===== config.mk =====
export PLATFORM = sky130hd
export DESIGN_NAME = sfcf_frame
export DESIGN_NICKNAME = d
export VERILOG_FILES = /design/src/sfcf_buf2.v /design/src/sfcf_frame.v
export VERILOG_INCLUDE_DIRS = /design/src
export SDC_FILE = /design/constraint.sdc
export NUM_CORES = 1
export LEC_CHECK = 0
export BUFFER_PORTS_ARGS = -buffer_cell sky130_fd_sc_hd__buf_2
export CAP_MARGIN = 20
export CORE_ASPECT_RATIO = 0.75
export CORE_MARGIN = 3
export CORE_UTILIZATION = 40
export DETAILED_ROUTE_END_ITERATION = 7
export GPL_TIMING_DRIVEN = 0
export SETUP_SLACK_MARGIN = 0.4
export SLEW_MARGIN = 20
export SYNTH_ARGS = -nofsm -noshare
export SYNTH_HDL_FRONTEND = slang
export SYNTH_SLANG_ARGS = --single-unit
export TNS_END_PERCENT = 1

===== constraint.sdc =====
create_clock -name clk_sys_in -period 2.01 [get_ports clk_sys_in]
set_input_delay 0 -clock clk_sys_in [delete_from_list [all_inputs] [get_ports clk_sys_in]]
set_output_delay 0 -clock clk_sys_in [all_outputs]
set_load 0.02 [all_outputs]

===== src/sfcf_map.vh =====
`ifndef SFCF_MAP_VH
`define SFCF_MAP_VH
// ****************************************
// opcodes
// ****************************************
`define SFCF_OP_ARRAY_READ    8'h03
`define SFCF_OP_FAST_READ     8'h0B
`define SFCF_OP_BLOCK_ERASE   8'h50
`define SFCF_OP_PAGE_TO_BUF   8'h53
`define SFCF_OP_REWRITE       8'h58
`define SFCF_OP_COMPARE       8'h60
`define SFCF_OP_SEC_READ      8'h77
`define SFCF_OP_SECTOR_ERASE  8'h7C
`define SFCF_OP_PAGE_ERASE    8'h81
`define SFCF_OP_PROG_NOERASE  8'h82
`define SFCF_OP_BUF_PROG      8'h83
`define SFCF_OP_BUF_WRITE     8'h84
`define SFCF_OP_PROG_NOERASE2 8'h88
`define SFCF_OP_ID_READ       8'h9F
`define SFCF_OP_DEEP_PD       8'hB9
`define SFCF_OP_RESUME        8'hAB
`define SFCF_OP_BUF_READ_LO   8'hD1
`define SFCF_OP_PAGE_READ     8'hD2
`define SFCF_OP_BUF_READ_HI   8'hD4
`define SFCF_OP_STATUS        8'hD7
`define SFCF_OP_CONT_READ     8'hE8
// ****************************************
// address field layout in the 24 bit address
// ****************************************
`define SFCF_PAGE_MSB         18
`define SFCF_PAGE_LSB         9
`define SFCF_BYTE_MSB         8
`define SFCF_BLOCK_LSB        13
`define SFCF_ADDR_BYTES       3
`define SFCF_DUMMY_ONE        3'h1
`define SFCF_DUMMY_FOUR       3'h4
// ****************************************
// power-up timing
// ****************************************
`define SFCF_CLK_MHZ          50
`define SFCF_PUW_MS           20
`define SFCF_PUW_CYC          (`SFCF_PUW_MS * 1000 * `SFCF_CLK_MHZ)
`endif


===== src/sfcf_buf2.v =====
`timescale 1ns/1ps
`default_nettype none
// two-entry buffer, receiver stall loses no word
module sfcf_buf2 #(
  parameter W = 8
) (
  // clock
  input  wire         clk_sys_in,
  input  wire         srst_in,
  input  wire         ce_in,
  input  wire         flush_in,
  // fill side
  input  wire         in_valid_in,
  output wire         in_ready_out,
  input  wire [W-1:0] in_data_in,
  // drain side
  output wire         out_valid_out,
  input  wire         out_ready_in,
  output wire [W-1:0] out_data_out
);
  reg [W-1:0] mem_r [0:1]; // storage
  reg         wp_r;        // write index
  reg         rp_r;        // read index
  reg [1:0]   cnt_r;       // fill level
  wire        push;
  wire        pop;
  assign in_ready_out  = (cnt_r != 2'h2);
  assign out_valid_out = (cnt_r != 2'h0);
  assign out_data_out  = mem_r[rp_r];
  assign push          = in_valid_in & in_ready_out;
  assign pop           = out_valid_out & out_ready_in;
  // pointers and level
  always @(posedge clk_sys_in) begin
    if (srst_in) begin
      wp_r  <= 1'b0;
      rp_r  <= 1'b0;
      cnt_r <= 2'h0;
    end else if (ce_in) begin
      if (flush_in) begin
        wp_r  <= 1'b0;
        rp_r  <= 1'b0;
        cnt_r <= 2'h0;
      end else begin
        if (push) wp_r <= ~wp_r;
        if (pop) rp_r <= ~rp_r;
        if (push & ~pop) cnt_r <= cnt_r + 2'h1;
        else if (pop & ~push) cnt_r <= cnt_r - 2'h1;
      end
    end
  end
  // data store, no reset needed
  always @(posedge clk_sys_in) begin
    if (ce_in & push & ~flush_in) mem_r[wp_r] <= in_data_in;
  end
endmodule
`default_nettype wire


===== src/sfcf_frame.v =====
`timescale 1ns/1ps
`default_nettype none
`include "sfcf_map.vh"
module sfcf_frame #(
  parameter [31:0] PUW_CYC = `SFCF_PUW_CYC
) (
  // clock and reset
  input  wire        clk_sys_in,
  input  wire        srst_in,
  input  wire        ce_in,
  input  wire        por_active_in,
  // serial pins
  input  wire        cs_n_in,
  input  wire        sck_in,
  input  wire        si_in,
  output wire        so_out,
  output wire        so_oe_n_out,
  // outgoing read data, to shift onto so
  input  wire        rd_valid_in,
  output wire        rd_ready_out,
  input  wire [7:0]  rd_data_in,
  // decoded command
  output reg         cmd_valid_out,
  output reg  [7:0]  cmd_op_out,
  output reg  [9:0]  cmd_page_out,
  output reg  [8:0]  cmd_byte_out,
  output reg         cmd_write_ok_out,
  // write data bytes from host
  output reg         wr_valid_out,
  output reg  [7:0]  wr_data_out,
  // state
  output reg         mode3_out,
  output reg         standby_out
);
  // ****************************************
  // pin synchronisers
  // ****************************************
  reg [1:0] cs_s_r;  // select sync
  reg [1:0] sck_s_r; // clock sync
  reg [1:0] si_s_r;  // data sync
  reg       cs_d_r;  // previous select
  reg       sck_d_r; // previous clock
  always @(posedge clk_sys_in) begin
    if (srst_in) begin
      cs_s_r  <= 2'h0; // reset as selected: a low held through reset gives no fall
      sck_s_r <= 2'h3;
      si_s_r  <= 2'h0;
      cs_d_r  <= 1'b0; // no fall until a real high has been seen
      sck_d_r <= 1'b1;
    end else if (ce_in) begin
      cs_s_r  <= {cs_s_r[0], cs_n_in};
      sck_s_r <= {sck_s_r[0], sck_in};
      si_s_r  <= {si_s_r[0], si_in};
      cs_d_r  <= cs_s_r[1];
      sck_d_r <= sck_s_r[1];
    end
  end
  wire cs_fall = cs_d_r & ~cs_s_r[1];
  wire sck_rise = ~sck_d_r & sck_s_r[1];
  wire sck_fall = sck_d_r & ~sck_s_r[1];
  wire sel = ~cs_s_r[1];
  // ****************************************
  // framing state
  // ****************************************
  localparam ST_IDLE = 2'h0; // waiting for select fall
  localparam ST_OP   = 2'h1; // opcode byte
  localparam ST_ADDR = 2'h2; // address bytes
  localparam ST_DATA = 2'h3; // dummy then data
  reg [1:0]  st_r, st_nxt;
  reg [2:0]  bit_r;     // bit within byte
  reg [7:0]  sh_r;      // input shifter
  reg [23:0] addr_r;    // collected address
  reg [1:0]  acnt_r;    // address bytes seen
  reg [2:0]  dummy_r;   // dummy bytes left
  reg        armed_r;   // select was seen high since reset or por
  reg [31:0] puw_r;     // power-up write counter
  reg        puw_done_r;
  reg [7:0]  osh_r;     // output shifter
  reg [2:0]  obit_r;    // output bits left
  reg        oen_r;     // driving so
  wire [7:0] byte_in = {sh_r[6:0], si_s_r[1]}; // msb first
  wire       byte_done = sck_rise & (bit_r == 3'h7);
  // opcode classes
  function has_addr;
    input [7:0] op;
    begin
      case (op)
        `SFCF_OP_ID_READ, `SFCF_OP_DEEP_PD,
        `SFCF_OP_RESUME, `SFCF_OP_STATUS: has_addr = 1'b0;
        default: has_addr = 1'b1;
      endcase
    end
  endfunction
  function [2:0] dummies;
    input [7:0] op;
    begin
      case (op)
        `SFCF_OP_FAST_READ, `SFCF_OP_BUF_READ_HI: dummies = `SFCF_DUMMY_ONE;
        `SFCF_OP_PAGE_READ, `SFCF_OP_CONT_READ: dummies = `SFCF_DUMMY_FOUR;
        default: dummies = 3'h0;
      endcase
    end
  endfunction
  function is_write;
    input [7:0] op;
    begin
      case (op)
        `SFCF_OP_BLOCK_ERASE, `SFCF_OP_REWRITE, `SFCF_OP_SECTOR_ERASE,
        `SFCF_OP_PAGE_ERASE, `SFCF_OP_PROG_NOERASE, `SFCF_OP_BUF_PROG,
        `SFCF_OP_PROG_NOERASE2: is_write = 1'b1;
        default: is_write = 1'b0;
      endcase
    end
  endfunction
  // next state
  always @* begin
    st_nxt = st_r;
    if (!sel | por_active_in) st_nxt = ST_IDLE;
    else case (st_r)
      ST_IDLE: if (cs_fall & armed_r) st_nxt = ST_OP;
      ST_OP: if (byte_done) st_nxt = has_addr(byte_in) ? ST_ADDR : ST_DATA;
      ST_ADDR: if (byte_done & (acnt_r == 2'h2)) st_nxt = ST_DATA;
      ST_DATA: st_nxt = ST_DATA;
      default: st_nxt = ST_IDLE;
    endcase
  end
  // shifting and decode
  always @(posedge clk_sys_in) begin
    if (srst_in) begin
      st_r <= ST_IDLE;
      bit_r <= 3'h0;
      sh_r <= 8'h00;
      addr_r <= 24'h00_0000;
      acnt_r <= 2'h0;
      dummy_r <= 3'h0;
      armed_r <= 1'b0;
      mode3_out <= 1'b1;
      standby_out <= 1'b0;
      cmd_valid_out <= 1'b0;
      cmd_op_out <= 8'h00;
      cmd_page_out <= 10'h000;
      cmd_byte_out <= 9'h000;
      cmd_write_ok_out <= 1'b0;
      wr_valid_out <= 1'b0;
      wr_data_out <= 8'h00;
    end else if (ce_in) begin
      st_r <= st_nxt;
      cmd_valid_out <= 1'b0;
      wr_valid_out <= 1'b0;
      standby_out <= ~por_active_in & ~sel;
      // select must go high first after reset, so a low held through reset is no start
      if (por_active_in) armed_r <= 1'b0;
      else if (!sel) armed_r <= 1'b1;
      if (cs_fall & ~por_active_in) mode3_out <= sck_s_r[1];
      if (st_nxt == ST_OP && st_r == ST_IDLE) begin
        bit_r <= 3'h0;
        acnt_r <= 2'h0;
      end else if (sck_rise && st_r != ST_IDLE) begin
        sh_r <= byte_in;
        bit_r <= bit_r + 3'h1;
      end
      if (byte_done) begin
        case (st_r)
          ST_OP: begin
            cmd_op_out <= byte_in;
            dummy_r <= dummies(byte_in);
            addr_r <= 24'h00_0000;
            if (!has_addr(byte_in)) begin
              cmd_page_out <= 10'h000;
              cmd_byte_out <= 9'h000;
              cmd_write_ok_out <= 1'b0;
              cmd_valid_out <= 1'b1;
            end
          end
          ST_ADDR: begin
            acnt_r <= acnt_r + 2'h1;
            addr_r <= {addr_r[15:0], byte_in};
            if (acnt_r == 2'h2) begin
              cmd_valid_out <= 1'b1;
              cmd_write_ok_out <= is_write(cmd_op_out) & puw_done_r;
              // reserved bits never reach the outputs
              case (cmd_op_out)
                `SFCF_OP_BLOCK_ERASE: begin
                  cmd_page_out <= {addr_r[10:5], 4'h0};
                  cmd_byte_out <= 9'h000;
                end
                `SFCF_OP_SECTOR_ERASE: begin
                  cmd_page_out <= {addr_r[10], 9'h000};
                  cmd_byte_out <= 9'h000;
                end
                `SFCF_OP_PAGE_TO_BUF, `SFCF_OP_REWRITE, `SFCF_OP_COMPARE,
                `SFCF_OP_PAGE_ERASE, `SFCF_OP_BUF_PROG, `SFCF_OP_PROG_NOERASE2: begin
                  cmd_page_out <= addr_r[10:1];
                  cmd_byte_out <= 9'h000;
                end
                `SFCF_OP_BUF_WRITE, `SFCF_OP_BUF_READ_LO, `SFCF_OP_BUF_READ_HI: begin
                  cmd_page_out <= 10'h000;
                  cmd_byte_out <= {addr_r[0], byte_in};
                end
                `SFCF_OP_SEC_READ: begin
                  cmd_page_out <= 10'h000;
                  cmd_byte_out <= 9'h000;
                end
                default: begin
                  cmd_page_out <= addr_r[10:1];
                  cmd_byte_out <= {addr_r[0], byte_in};
                end
              endcase
            end
          end
          ST_DATA: begin
            if (dummy_r != 3'h0) dummy_r <= dummy_r - 3'h1;
            else begin
              wr_valid_out <= 1'b1;
              wr_data_out <= byte_in;
            end
          end
          default: ;
        endcase
      end
    end
  end
  // power-up write delay, counted from release of power-on reset or of sync reset
  always @(posedge clk_sys_in) begin
    if (srst_in) begin
      puw_r <= 32'h0000_0000;
      puw_done_r <= 1'b0;
    end else if (ce_in) begin
      if (por_active_in) begin
        puw_r <= 32'h0000_0000;
        puw_done_r <= 1'b0;
      end else if (puw_r >= PUW_CYC - 32'h0000_0001) puw_done_r <= 1'b1;
      else puw_r <= puw_r + 32'h0000_0001;
    end
  end
  // ****************************************
  // output path through two-entry buffer
  // ****************************************
  wire       fb_valid;
  wire [7:0] fb_data;
  wire       out_phase = (st_r == ST_DATA) & (dummy_r == 3'h0);
  wire       load = out_phase & (obit_r == 3'h0) & sck_fall;
  sfcf_buf2 #(.W(8)) u_buf (
    .clk_sys_in    (clk_sys_in),
    .srst_in       (srst_in),
    .ce_in         (ce_in),
    .flush_in      (~sel),
    .in_valid_in   (rd_valid_in),
    .in_ready_out  (rd_ready_out),
    .in_data_in    (rd_data_in),
    .out_valid_out (fb_valid),
    .out_ready_in  (load),
    .out_data_out  (fb_data)
  );
  // shift on falling clock so host samples on rising
  always @(posedge clk_sys_in) begin
    if (srst_in) begin
      osh_r <= 8'h00;
      obit_r <= 3'h0;
      oen_r <= 1'b0;
    end else if (ce_in) begin
      if (!sel | por_active_in) oen_r <= 1'b0;
      else if (load & fb_valid) begin
        osh_r <= fb_data;
        obit_r <= 3'h7;
        oen_r <= 1'b1;
      end else if (sck_fall & (obit_r != 3'h0)) begin
        osh_r <= {osh_r[6:0], 1'b0};
        obit_r <= obit_r - 3'h1;
      end
    end
  end
  assign so_out = osh_r[7];
  assign so_oe_n_out = ~oen_r;
endmodule
`default_nettype wire


==> Word-level counts from Yosys, hierarchy flattened <==
Memory sizes are Yosys's and may differ from the RTL's. A register that Yosys moved wholly into a read port is not among the register bits.
Cells that the tools add are included.
W data, S select, Z words.
{ "op_classes": {"n_addsub": 7, "mul": 0, "n_div": 0, "order_cmp": 1, "n_eq_ne": 32, "n_shift": 0, "muxes": 70, "bitwise": 32, "reduce_logical": 41} }
{ "op_table": {"columns": ["op", "count"], "rows": [
  ["$eq A8 B8 Y1 const B", 14],
  ["$mux W32", 2],
  ["$eq A8 B7 Y1 const B", 6],
  ["$mux W1", 37],
  ["$add A32 B1 Y32 const B", 1],
  ["$ge A32 B20 Y1 const B", 1],
  ["$pmux W10 S3", 1],
  ["$mux W9", 3],
  ["$pmux W11 S2", 1],
  ["$reduce_bool A2 Y1", 11],
  ["$mux W10", 2],
  ["$mux W2", 10],
  ["$pmux W10 S2", 1],
  ["$and A1 B1 Y1", 19],
  ["$pmux W9 S2", 1],
  ["$reduce_and A2 Y1", 9],
  ["$mux W8", 2],
  ["$mux W3", 5],
  ["$not A1 Y1", 12],
  ["$pmux W3 S2", 2],
  ["$reduce_and A3 Y1", 4],
  ["$ne A2 B2 Y1 const B", 5],
  ["$reduce_bool A3 Y1", 3],
  ["$reduce_or A9 Y1", 1],
  ["other kinds (19)", 30]
]} }
{ "totals": {"register_bits": 126, "latchBits": 0, "mem_bits_rw": 16, "romBits": 0, "in_bits": 16, "output_inout_bits": 43, "memories": 1} }
{ "mem_list": {"columns": ["name", "depth", "width", "read_ports", "rd_ports_with_merged_regs", "write_ports", "line_no", "source"], "rows": [
  ["u_buf.mem_r", 2, 8, 1, 1, 1, "sfcf_buf2.v:21", "reg [W-1:0] mem_r [0:1];"]
]} }

==> Logic depth before layout (Yosys ltp) <==
Gate-level depths: netlist of run 1.
{ "depth": {"ltp_word": 15, "ltp_mapped": 9, "mapped_depth_nobuf": 8} }

==> Cells and area by module <==
Synthesis of run 1 repeated with hierarchy kept, for this count alone.
{ "unflattened": {"hier_cells": 669, "hier_area_um2": 6273.5} }
{ "by_module_without_submodules": {"columns": ["module", "n_inst", "cells_per_inst", "area_per_inst_um2", "seq_area_each_um2"], "rows": [
  ["sfcf_frame", 1, 606, 5391.4, 2442.3],
  ["sfcf_buf2", 1, 63, 882.1, 580.6]
]} }

==> Worst setup path after synthesis of run 1 <==
OpenSTA, ideal clock, no wires.
{ "synth_timing": {"path_type": "register to register", "start": "reg st_r[0]", "end": "reg with a tool-made name", "t_arrival_ps": 2081, "setup_slack_ps": -204, "path_stages_with_launch": 9, "n_path_buf": 2, "synth_period_minus_slack_ps": 2214, "cell_sequence": "dfxtp_1 > ha_1 > clkbuf_1 > nand3b_1 > nor3_1 > clkbuf_1 > o21ai_0 > a22oi_1 > nor2_1"} }
{ "synth_rtl": {"columns": ["item", "line_no", "source"], "rows": [
  ["start, declared", "sfcf_frame.v:69", "reg [1:0] st_r, st_nxt;"],
  ["start signal, assigned", "sfcf_frame.v:147", "st_r <= st_nxt;"]
]} }

==> Worst setup path in the final report of run 1 <==
{ "layout_timing": {"start": "reg sh_r[1]", "end": "reg cmd_byte_out[0]"} }
{ "layout_via": {"elab_chain_cells": 9} }
{ "layout_lines": {"columns": ["item", "line_no", "source"], "rows": [
  ["start, declared", "sfcf_frame.v:71", "reg [7:0] sh_r;"],
  ["start signal, assigned", "sfcf_frame.v:159", "sh_r <= byte_in;"],
  ["$eq A8 B8 Y1", "sfcf_frame.v:87", "case (op)"],
  ["$reduce_or A4 Y1 (*)", "sfcf_frame.v:87", null],
  ["$mux W1 (*)", "sfcf_frame.v:87", null],
  ["$mux W1 (*)", "sfcf_frame.v:163", "case (st_r)"],
  ["$mux W1 (*)", "sfcf_frame.v:162", "if (byte_done) begin"],
  ["$mux W1 (*)", "sfcf_frame.v:146", "end else if (ce_in) begin"],
  ["$mux W1 (*)", "sfcf_frame.v:129", "if (srst_in) begin"],
  ["$ne A2 B2 Y1 (no line) (*)", null, null],
  ["$reduce_and A5 Y1 (no line) (*)", null, null],
  ["end signal, assigned", "sfcf_frame.v:198", "cmd_byte_out <= {addr_r[0], byte_in};"],
  ["end signal, assigned", "sfcf_frame.v:206", "cmd_byte_out <= {addr_r[0], byte_in};"],
  ["end, declared", "sfcf_frame.v:26", "output reg [8:0] cmd_byte_out,"]
]} }
Every way passes the cells marked *; elsewhere a longest branch is shown, timed or not. The select of a mux whose other input is x is not followed.
A chain may end at the register's enable or synchronous reset.

==> results.tsv, run 1 <==
stage	metric	value	unit
outcome	run status	finished, violations left	
outcome	failing checks	negative setup slack	
floorplan	Die ar.	17200	µm²
pwr	P_int	4730	µW
drt	DR pass1 iterations	5	
min_path	HP Start	ce_in	
synth	register area share after synthesis	48.3	%
grt	first-pass GRT wire length	27300	µm
grt	antenna violations before repair	0	
drt	Routed WL	16600	µm
synth	Synth Net Count	734	
timing	Tmin final	2.35	ns
drt	drt drc	0	
drt	via count	5563	
floorplan	DIE HEIGHT	114	µm
synth	number of synthesis warnings	0	
timing	Least-Margin Pin Slew	0.914	ns
layout	layout cell share with drive strength beyond 1	21.7	%
floorplan	initial core utilization	42.1	%
clocking	Clock Tree Root	clkbuf_16	
floorplan	core area	14900	µm²
critical_path	CP endpoint kind	register	
grt	GRT Util Overall	19.9	%
timing	Setup violations, final	34	
timing	clock skew	0.0129	ns
drt	1st-iter DRT viols	349	
placement	half-perimeter wire length after placement	11400	µm
timing	Worst slew margin	37.5	%
timing	RSZ-0062 raised after global routing	yes	
clocking	Clk pin slew, worst setup/hold paths	0.07	ns
layout	n_diodes	0	
clocking	clk sinks	143	
placement	DP Worst Slack	-0.602	ns
pwr	Power Density	789	nW/µm²
synth	Cell Area, Synth	6260	µm²
drt	drt via density	5.50	
pwr	Gate power share	4.9	%
timing	Final Worst Setup Slack	-0.343	ns
pwr	Sw Share	24.1	%
critical_path	WS Path Type	register to register	
pwr	Leakage	0.00285	µW
run	Max-cap violations	0	
critical_path	crit-path max FO	10	
layout	nets	827	
timing	max frequency	425	MHz
placement	IO buf count	57	
layout	# fillers	1349	
synth	Post-synth EDFFs	16	
critical_path	Reg2Reg Launch Point	sh_r[1]	
synth	Synth Instances	705	
grt	vias in the first global route	5396	
layout	area added between synthesis and finish	26.0	%
critical_path	CP required	2.38	ns
clocking	CTS Buf Count	17	
pwr	Psw	1500	µW
clocking	# H-tree levels	4	
floorplan	Site Rows	38	
grt	largest net degree at the start of global routing	17	
clocking	CTS Buffer Depth	2	
drt	Routed Antenna Nets	0	
clocking	TritonCTS clock tree	yes	
layout	final non-filler cell total	1011	
critical_path	startpoint class of the critical path	register	
synth	ys async rst share	0	%
floorplan	IO Pins	59	
synth	ys flop type	dfxtp_1	
timing	Final Max Tran Viols	0	
placement	Placed Cells	962	
floorplan	Die X-Extent	151	µm
pwr	Max VDD drop	536	µV
synth	register bit total from synthesis	143	
drt	drt wl/cell	16.4	µm
pwr	Sequential Power Share	47.2	%
critical_path	CP arrival	2.72	ns
synth	Yosys cell types	65	
pwr	Clk network pwr share	47.9	%
timing	period utilization	117	%
grt	Overflow after GRT	0	
critical_path	source of the critical timing path	sh_r[1]	
placement	GP Congestion	0.865	
synth	synthesized area per cell	8.89	µm²
min_path	worst hold path class	input pin to register	
clocking	Clock Latency Late Sink	0.42	ns
timing	Final Hold Viols	0	
flip-flops by register name, indices dropped and copies added, names as in the netlist, 3 cells and up, named ones only:
name and count:
osh_r 8, puw_r 32, bit_r 3, cmd_op_out 8, sh_r 7, addr_r 11, dummy_r 3, wr_data_out 8
u_buf.mem_r 16, cmd_page_out 10, cmd_byte_out 9, obit_r 3
cell families after synthesis:
group           after synthesis  synth area share, %
buf+inv                      63                 4.01
flops                       143                 48.3
xor+xnor                      8                 1.12
simple gates                283                 22.5
mux                          20                 3.24
fa+ha+maj                    13                 2.60
compound gates              175                 18.2
final cells by class:
cell class                      instances  area, µm²  area share, %
Inverter                               20       75.1          0.951
Tap cell                              200        250           3.17
Clock buffer                           17        425           5.39
Timing Repair Buffer                   74        444           5.63
Clock inverter                         15        133           1.68
Buffer                                 43        284           3.60
Multi-Input combinational cell        499       3240           41.1
Sequential cell                       143       3040           38.5
power by group through the flow:
stage | clock network, µW | logic (µW) | registers [µW]
final | 2980 | 304 | 2940
after global routing | 3190 | 337 | 2940
after CTS | 3040 | 293 | 2940
after detailed placement | 0 | 250 | 3000
after global placement | 0 | 244 | 3000
after floorplan | 0 | 164 | 2990
metrics by stage:
step                      util (%)  TNS (ns)  hold WS [ns]  total power (µW)  instance area [µm²]
after floorplan                  -     -2.29        0.0989              3160                 6280
after global placement        45.8    -28.72         0.188              3240                 6820
after detailed placement      45.8    -31.78         0.192              3250                 6820
after CTS                     52.4     -8.26        0.0370              6270                 7800
after global routing          53.0    -13.72        0.0357              6460                 7890
final                         53.0     -7.92       0.00142              6230                 7890
per-layer routing:
layer | vias to the layer above | part of all wire, % | global-route usage [%]
li1 | 2714 | - | -
met1 | 2680 | 48 | 27.9
met2 | 148 | 45 | 30.7
met3 | 21 | 5.6 | 4.79
met4 | 0 | 1.3 | 5.61
met5 | - | 0 | 0
placed cells by master (no fill, tap or decap), types with 6 or more instances in the layout:
| cell type | n |
|---|---|
| mux2i_1 | 18 |
| buf_6 | 6 |
| a21oi_2 | 9 |
| nand2_1 | 96 |
| buf_4 | 7 |
| nand3b_1 | 6 |
| nor3_1 | 8 |
| clkbuf_16 | 17 |
| and2_1 | 19 |
| o21ai_1 | 6 |
| clkbuf_4 | 7 |
| or3_1 | 9 |
| ha_1 | 8 |
| o211ai_1 | 13 |
| clkbuf_1 | 16 |
| inv_1 | 18 |
| dfxtp_1 | 118 |
| buf_2 | 59 |
| dlygate4sd3_1 | 11 |
| a22o_1 | 21 |
| edfxtp_1 | 16 |
| o21ai_0 | 21 |
| nand3_1 | 40 |
| nor2_1 | 41 |
| a21oi_1 | 64 |
| dfxtp_2 | 7 |
| and3_1 | 6 |
path summary, 6_finish.rpt:
path,cells after the start,to,slack (ns)
setup reg to reg,8,cmd_byte_out[0],-0.34
setup / recovery,8,cmd_byte_out[0],-0.34
hold / removal,3,sck_d_r,0.001
hold reg to reg,2,osh_r[6],0.45
worst max-delay path, stage by stage (launching register included):
cell      delay (ns)
dfxtp_1         0.37
buf_6           0.17
nand4b_1        0.14
a311oi_2        0.25
o211ai_1        0.15
a2111o_1        0.54
nor4_4          0.32
buf_6           0.19
a22o_1          0.14
cells in the mapped netlist, drive strengths merged (8+ instances only):
cell type,number,area (µm²)
clkbuf,35,131
nand3,42,210
o21ai,28,140
dfxtp,127,2540
buf,8,45.0
nor3,14,70.1
a21oi,73,365
inv,19,71.3
o211ai,13,97.6
mux2i,18,180
a22o,21,184
nor2,43,161
or3,9,56.3
nand2,100,375
edfxtp,16,480
and2,20,125
ha,13,163
timing repair:
action                     4_1_cts  5_1_grt
gates resized for setup         81       36
setup buffers                    6        0
hold buffers                    11        0
hold endpoints to repair        19        0
pin swaps                       26       19
setup endpoints to repair      119      112
No activity file was read; power rests on OpenSTA's default activity.
==> run 2: changes to the inputs <==
--- a/config.mk
+++ b/config.mk
@@ -11,8 +11,10 @@
 export CORE_ASPECT_RATIO = 0.75
 export CORE_MARGIN = 3
 export CORE_UTILIZATION = 40
+export CTS_CLUSTER_DIAMETER = 200
 export DETAILED_ROUTE_END_ITERATION = 7
 export GPL_TIMING_DRIVEN = 0
+export REMOVE_ABC_BUFFERS = 1
 export SETUP_SLACK_MARGIN = 0.4
 export SLEW_MARGIN = 20
 export SYNTH_ARGS = -nofsm -noshare
==> run 2 against run 1 <==
- global-route usage fell by 2.1 points
- critical path type unchanged
- first-iteration DRC count up 10%
- final area rose by 0.16%
- clock skew down 0.0048 ns
- sequential power barely moved
- the run still ends with negative setup slack left
- sequential share of layout area is 0.16 points higher
- largest power group unchanged
- final cell count shrank 3.1%
- via count shrank 3.8%
- clock-buffer cell count did not move
- sequential cell count did not move
==> results.tsv, run 2 (same netlist as run 1, synthesis figures left out) <==
stage	metric	value	unit
placement	GP Congestion	0.822	
clocking	Clk pin slew, worst setup/hold paths	0.06	ns
timing	Setup violations, final	42	
critical_path	WS Path Type	register to register	
pwr	Power Density	841	nW/µm²
critical_path	Critical Path Most Common Cell	buf_4	
timing	RSZ-0062 raised after global routing	yes	
critical_path	CP arrival	2.65	ns
outcome	failing checks	negative setup slack	
layout	most common cell after layout, fill and taps aside	dfxtp_1	
critical_path	CP required	2.35	ns
timing	max frequency	434	MHz
critical_path	startpoint class of the critical path	register	
timing	clock skew	0.00815	ns
clocking	Clock Latency Late Sink	0.42	ns
drt	drt wl/cell	15.5	µm
placement	half-perimeter wire length after placement	9650	µm
layout	area of the multi-input gates	3330	µm²
layout	commonest cells after routing, fill and taps aside	114 x dfxtp_1, 91 x nand2_1, 71 x a21oi_1	
floorplan	IO Pins	59	
clocking	TritonCTS clock tree	yes	
timing	Final Max Tran Viols	0	
grt	antenna violations before repair	0	
critical_path	CP endpoint kind	register	
layout	FF/Latch Area	3060	µm²
layout	layout cell share with drive strength beyond 1	22.6	%
timing	Final Hold Viols	0	
drt	drt drc	0	
drt	Routed WL	15200	µm
critical_path	CP Cell Sequence	nor4_4, a21boi_1, a2111oi_4, buf_4, o211ai_1, buf_4, or3_4, a21oi_2	
placement	IO buf count	58	
clocking	CTS Buffer Depth	2	
pwr	Leakage	0.00283	µW
min_path	worst hold path class	input pin to register	
clocking	Clock Tree Root	clkbuf_16	
drt	Routed Antenna Nets	0	
drt	DR pass1 iterations	5	
layout	fin util	53.1	%
floorplan	core area	14900	µm²
layout	n_diodes	0	
floorplan	Site Rows	38	
timing	Worst slew margin	38.6	%
clocking	# H-tree levels	4	
grt	first-pass GRT wire length	24700	µm
clocking	clk sinks	143	
critical_path	CP max stage cell	a2111oi_4	
layout	nets	796	
drt	via count	5349	
floorplan	DIE HEIGHT	114	µm
critical_path	crit-path max FO	8	
critical_path	max incr delay on CP	0.38	ns
placement	DP Worst Slack	-0.800	ns
timing	Fin Setup TNS	-6.85	ns
timing	Final Worst Setup Slack	-0.297	ns
floorplan	Die X-Extent	151	µm
layout	Largest register FFs	32	
timing	Tmin final	2.31	ns
timing	period utilization	115	%
grt	Overflow after GRT	0	
timing	WHS	0.0844	ns
grt	vias in the first global route	5084	
grt	GRT Util Overall	17.8	%
pwr	Max VDD drop	552	µV
drt	1st-iter DRT viols	384	
grt	largest net degree at the start of global routing	74	
layout	Regs by FF count	puw_r (32), u_buf.mem_r (16), addr_r (11)	
floorplan	initial core utilization	42.1	%
timing	Least-Margin Pin Slew	0.922	ns
layout	# fillers	1307	
drt	drt via density	5.46	
run	Max-cap violations	0	
layout	area added between synthesis and finish	26.2	%
critical_path	R2R Setup Slk	-0.30	ns
pwr	Pwr Total	6650	µW
layout	Biggest register	puw_r	
clocking	CTS Buf Count	17	
outcome	run status	finished, violations left	
floorplan	Die ar.	17200	µm²
[run 2: area by class of cell]
class	instances	share of cell area, %
clock buffers	17	5.38
well taps	200	3.17
inverters	20	0.950
flip-flops and latches	143	38.7
multi-input cells	499	42.1
clock inverters	15	2.74
repair buffers	86	6.98
[run 2: power breakdown]
| group | switching (µW) | internal, µW | leakage, µW |
|---|---|---|---|
| clock | 1210 | 2200 | 0.000305 |
| combinational | 188 | 110 | 0.00134 |
| sequential | 32.0 | 2910 | 0.00118 |
| total | 1430 | 5220 | 0.00283 |
[run 2: what timing repair did]
| item | in CTS | in global routing |
|---|---|---|
| pin swaps | 53 | 23 |
| buffers inserted | 12 | 1 |
| gates resized for setup | 66 | 28 |
| hold endpoints to repair | 20 | 0 |
| endpoints found under the setup margin | 119 | 121 |
| hold buffers | 12 | 0 |
[run 2: stage by stage]
stage | cells | instance area, µm²
finish | 980 | 7910
global route | 980 | 7910
CTS | 979 | 7780
detailed placement | 923 | 6680
global placement | 920 | 6630
floorplan | 662 | 6090
[run 2: critical path: cells and delay by family (launching register included)]
| family | cells | cell delay (ns) |
|---|---|---|
| compound gates | 4 | 0.84 |
| simple gates | 2 | 0.64 |
| buf+inv | 2 | 0.40 |
| flops | 1 | 0.35 |
[run 2: final timing paths]
path         cells past startpoint              to        start
max                              8       puw_r[11]    puw_r[13]
min                              3  u_buf.cnt_r[1]  rd_valid_in
max reg2reg                      8       puw_r[11]    puw_r[13]
min reg2reg                      2       addr_r[8]    addr_r[8]
[run 2: per-layer routing]
metal,share of wire [%],track usage (%)
met4,1.6,7.19
met3,4.1,4.39
met2,45,27.2
met1,49,24.3
met5,0,0
==> run 3: changes to the inputs <==
--- a/config.mk
+++ b/config.mk
@@ -7,15 +7,13 @@
 export NUM_CORES = 1
 export LEC_CHECK = 0
 export BUFFER_PORTS_ARGS = -buffer_cell sky130_fd_sc_hd__buf_2
-export CAP_MARGIN = 20
 export CORE_ASPECT_RATIO = 0.75
-export CORE_MARGIN = 3
 export CORE_UTILIZATION = 40
 export CTS_CLUSTER_DIAMETER = 200
 export DETAILED_ROUTE_END_ITERATION = 7
 export GPL_TIMING_DRIVEN = 0
 export REMOVE_ABC_BUFFERS = 1
-export SETUP_SLACK_MARGIN = 0.4
+export SETUP_SLACK_MARGIN = 0.05
 export SLEW_MARGIN = 20
 export SYNTH_ARGS = -nofsm -noshare
 export SYNTH_HDL_FRONTEND = slang
==> run 3 against run 2 <==
- the flow still finishes with violations (negative setup slack)
- clock skew up 0.0035 ns
- register-to-register slack about the same
- first-iteration DRC count down 15%
- worst hold slack worse by 0.047 ns
- clock-buffer cell count is 1 higher
- sequential cell count did not move
- sequential share of layout area up 0.74 points
- largest power group unchanged
- die area down 6.1%
- non-clock buffer count up 7
- final area fell by 1.9%
- highest routed layer unchanged
- utilization down 2.4 points
==> results.tsv, run 3 (same netlist as run 1, synthesis figures left out) <==
stage	metric	value	unit
grt	antenna violations before repair	0	
clocking	TritonCTS clock tree	yes	
pwr	Power Density	814	nW/µm²
floorplan	Site Rows	39	
floorplan	Die ar.	16200	µm²
critical_path	CP arrival	2.63	ns
critical_path	crit-path max FO	5	
timing	Tmin final	2.29	ns
timing	Worst slew margin	35.0	%
floorplan	IO Pins	59	
placement	DP Worst Slack	-0.803	ns
pwr	Leakage	0.00279	µW
timing	period utilization	114	%
clocking	CTS Buffer Depth	2	
layout	layout cell share with drive strength beyond 1	19.8	%
grt	first-pass GRT wire length	24600	µm
clocking	Clock Latency Late Sink	0.42	ns
timing	max frequency	436	MHz
critical_path	Reg2Reg Depth	7	
layout	final non-filler cell total	992	
timing	Least-Margin Pin Slew	0.975	ns
drt	Routed WL	14900	µm
floorplan	Die X-Extent	147	µm
critical_path	startpoint class of the critical path	register	
drt	1st-iter DRT viols	325	
layout	n_diodes	0	
critical_path	Reg2Reg Launch Point	puw_r[11]	
timing	RSZ-0062 raised after global routing	yes	
critical_path	CP Cell Sequence	nor4_4, o211ai_1, a2111oi_4, buf_4, o211ai_1, or4_1, a21oi_1	
floorplan	initial core utilization	41.0	%
layout	Biggest register	puw_r	
pwr	Max VDD drop	575	µV
critical_path	CP max stage cell	or4_1	
clocking	Clk pin slew, worst setup/hold paths	0.06	ns
critical_path	FF-to-FF End	puw_r[17]	
layout	area added between synthesis and finish	23.7	%
drt	drt wl/cell	15.0	µm
critical_path	CP endpoint kind	register	
min_path	Min-Delay Path Depth	4	
drt	drt via density	5.45	
layout	nets	803	
timing	clock skew	0.0117	ns
min_path	worst hold path class	input pin to register	
layout	Regs by FF count	puw_r (32), u_buf.mem_r (16), addr_r (11)	
critical_path	WS Path Type	register to register	
timing	Setup violations, final	36	
clocking	Clock Tree Root	clkbuf_16	
drt	drt drc	0	
critical_path	R2R Setup Slk	-0.28	ns
run	Max-cap violations	0	
timing	Final Max Tran Viols	0	
clocking	clk sinks	143	
placement	GP Congestion	0.830	
drt	DR pass1 iterations	4	
clocking	# H-tree levels	4	
outcome	run status	finished, violations left	
drt	via count	5402	
placement	IO buf count	58	
grt	vias in the first global route	5082	
critical_path	max incr delay on CP	0.51	ns
drt	Routed Antenna Nets	0	
layout	most common cell after layout, fill and taps aside	dfxtp_1	
layout	Largest register FFs	32	
placement	Placed Cells	929	
grt	GRT Util Overall	19.3	%
grt	largest net degree at the start of global routing	74	
min_path	HP Start	por_active_in	
layout	commonest cells after routing, fill and taps aside	116 x dfxtp_1, 99 x nand2_1, 72 x a21oi_1	
critical_path	Critical Path Most Common Cell	o211ai_1	
pwr	Pwr Total	6310	µW
timing	Final Worst Setup Slack	-0.285	ns
floorplan	DIE HEIGHT	110	µm
timing	Final Hold Viols	0	
grt	Overflow after GRT	0	
timing	WHS	0.0373	ns
placement	Post-DP Area	6700	µm²
placement	half-perimeter wire length after placement	9640	µm
layout	Layout Cell Area excl Fill	7750	µm²
min_path	Min-Delay Endpoint	standby_out	
clocking	CTS Buf Count	17	
critical_path	CP required	2.35	ns
outcome	failing checks	negative setup slack	
floorplan	core area	15300	µm²
==> run 3: changes by cell type in the layout (fill, tap and decap cells not counted), moves of 3 or more <==
cell and delta:
buf_4 +9, nand2_1 +8, nand2_2 -6, inv_6 +4
bufinv_16 -3, nor2_1 +3, nor2_2 -3, nor3_4 -3
==> run 3: timing repair <==
item / 4_1_cts / 5_1_grt
endpoints found under the setup margin: 73 / 77
gates resized for setup: 44 / 8
endpoints found under the hold margin: 19 / 0
hold buffers: 11 / 0
setup buffers: 20 / 0
pin swaps: 21 / 10
==> run 3: final cells by class <==
type | instances | area [µm²]
clock buffers | 18 | 429
well taps | 205 | 256
flip-flops and latches | 143 | 3050
multi-input cells | 499 | 3180
repair buffers | 93 | 598
inverters | 20 | 75.1
clock inverters | 14 | 156
fillers | 1415 | 7520
==> run 3: power breakdown <==
group          internal (µW)  switching (µW)  total [µW]  leakage (µW)
Clock                   1850            1260        3110      0.000276
Sequential              2910            27.8        2940       0.00118
Combinational           98.1             170         268       0.00133
==> run 3: per-stage QoR <==
stage | setup TNS [ns] | utilization, %
finish | -5.90 | 50.7
global route | -10.01 | 50.7
CTS | -4.69 | 50.6
detailed placement | -28.58 | 43.9
global placement | -93.70 | 43.4
floorplan | -31.86 | -
==> run 3: metal layers <==
metal / vias up / share of wire [%] / wire length, µm / GRT usage [%]
met3: 10 / 4.4 / 651 / 5.43
met5: - / 0 / 0 / 0
met4: 0 / 0.83 / 123 / 6.85
met2: 113 / 46 / 6910 / 30.5
li1: 2670 / - / - / -
met1: 2609 / 48 / 7220 / 25.5
==> run 3: how the worst max path moves through the flow <==
stage | from | end | slack (ns)
final | puw_r[11] | puw_r[17] | -0.28
after global routing | puw_r[11] | puw_r[15] | -0.37
after CTS | puw_r[11] | puw_r[17] | -0.22
after detailed placement | sh_r[3] | cmd_byte_out[5] | -0.80
after global placement | st_r[0] | obit_r[1] | -2.05
after floorplan | st_r[0] | obit_r[1] | -0.99
==> run 3: critical path: cells and delay by family, from the launching register on <==
family	cells	cell delay [ns]
compound gates	4	0.83
simple gates	2	0.82
flops	1	0.35
buf+inv	1	0.20
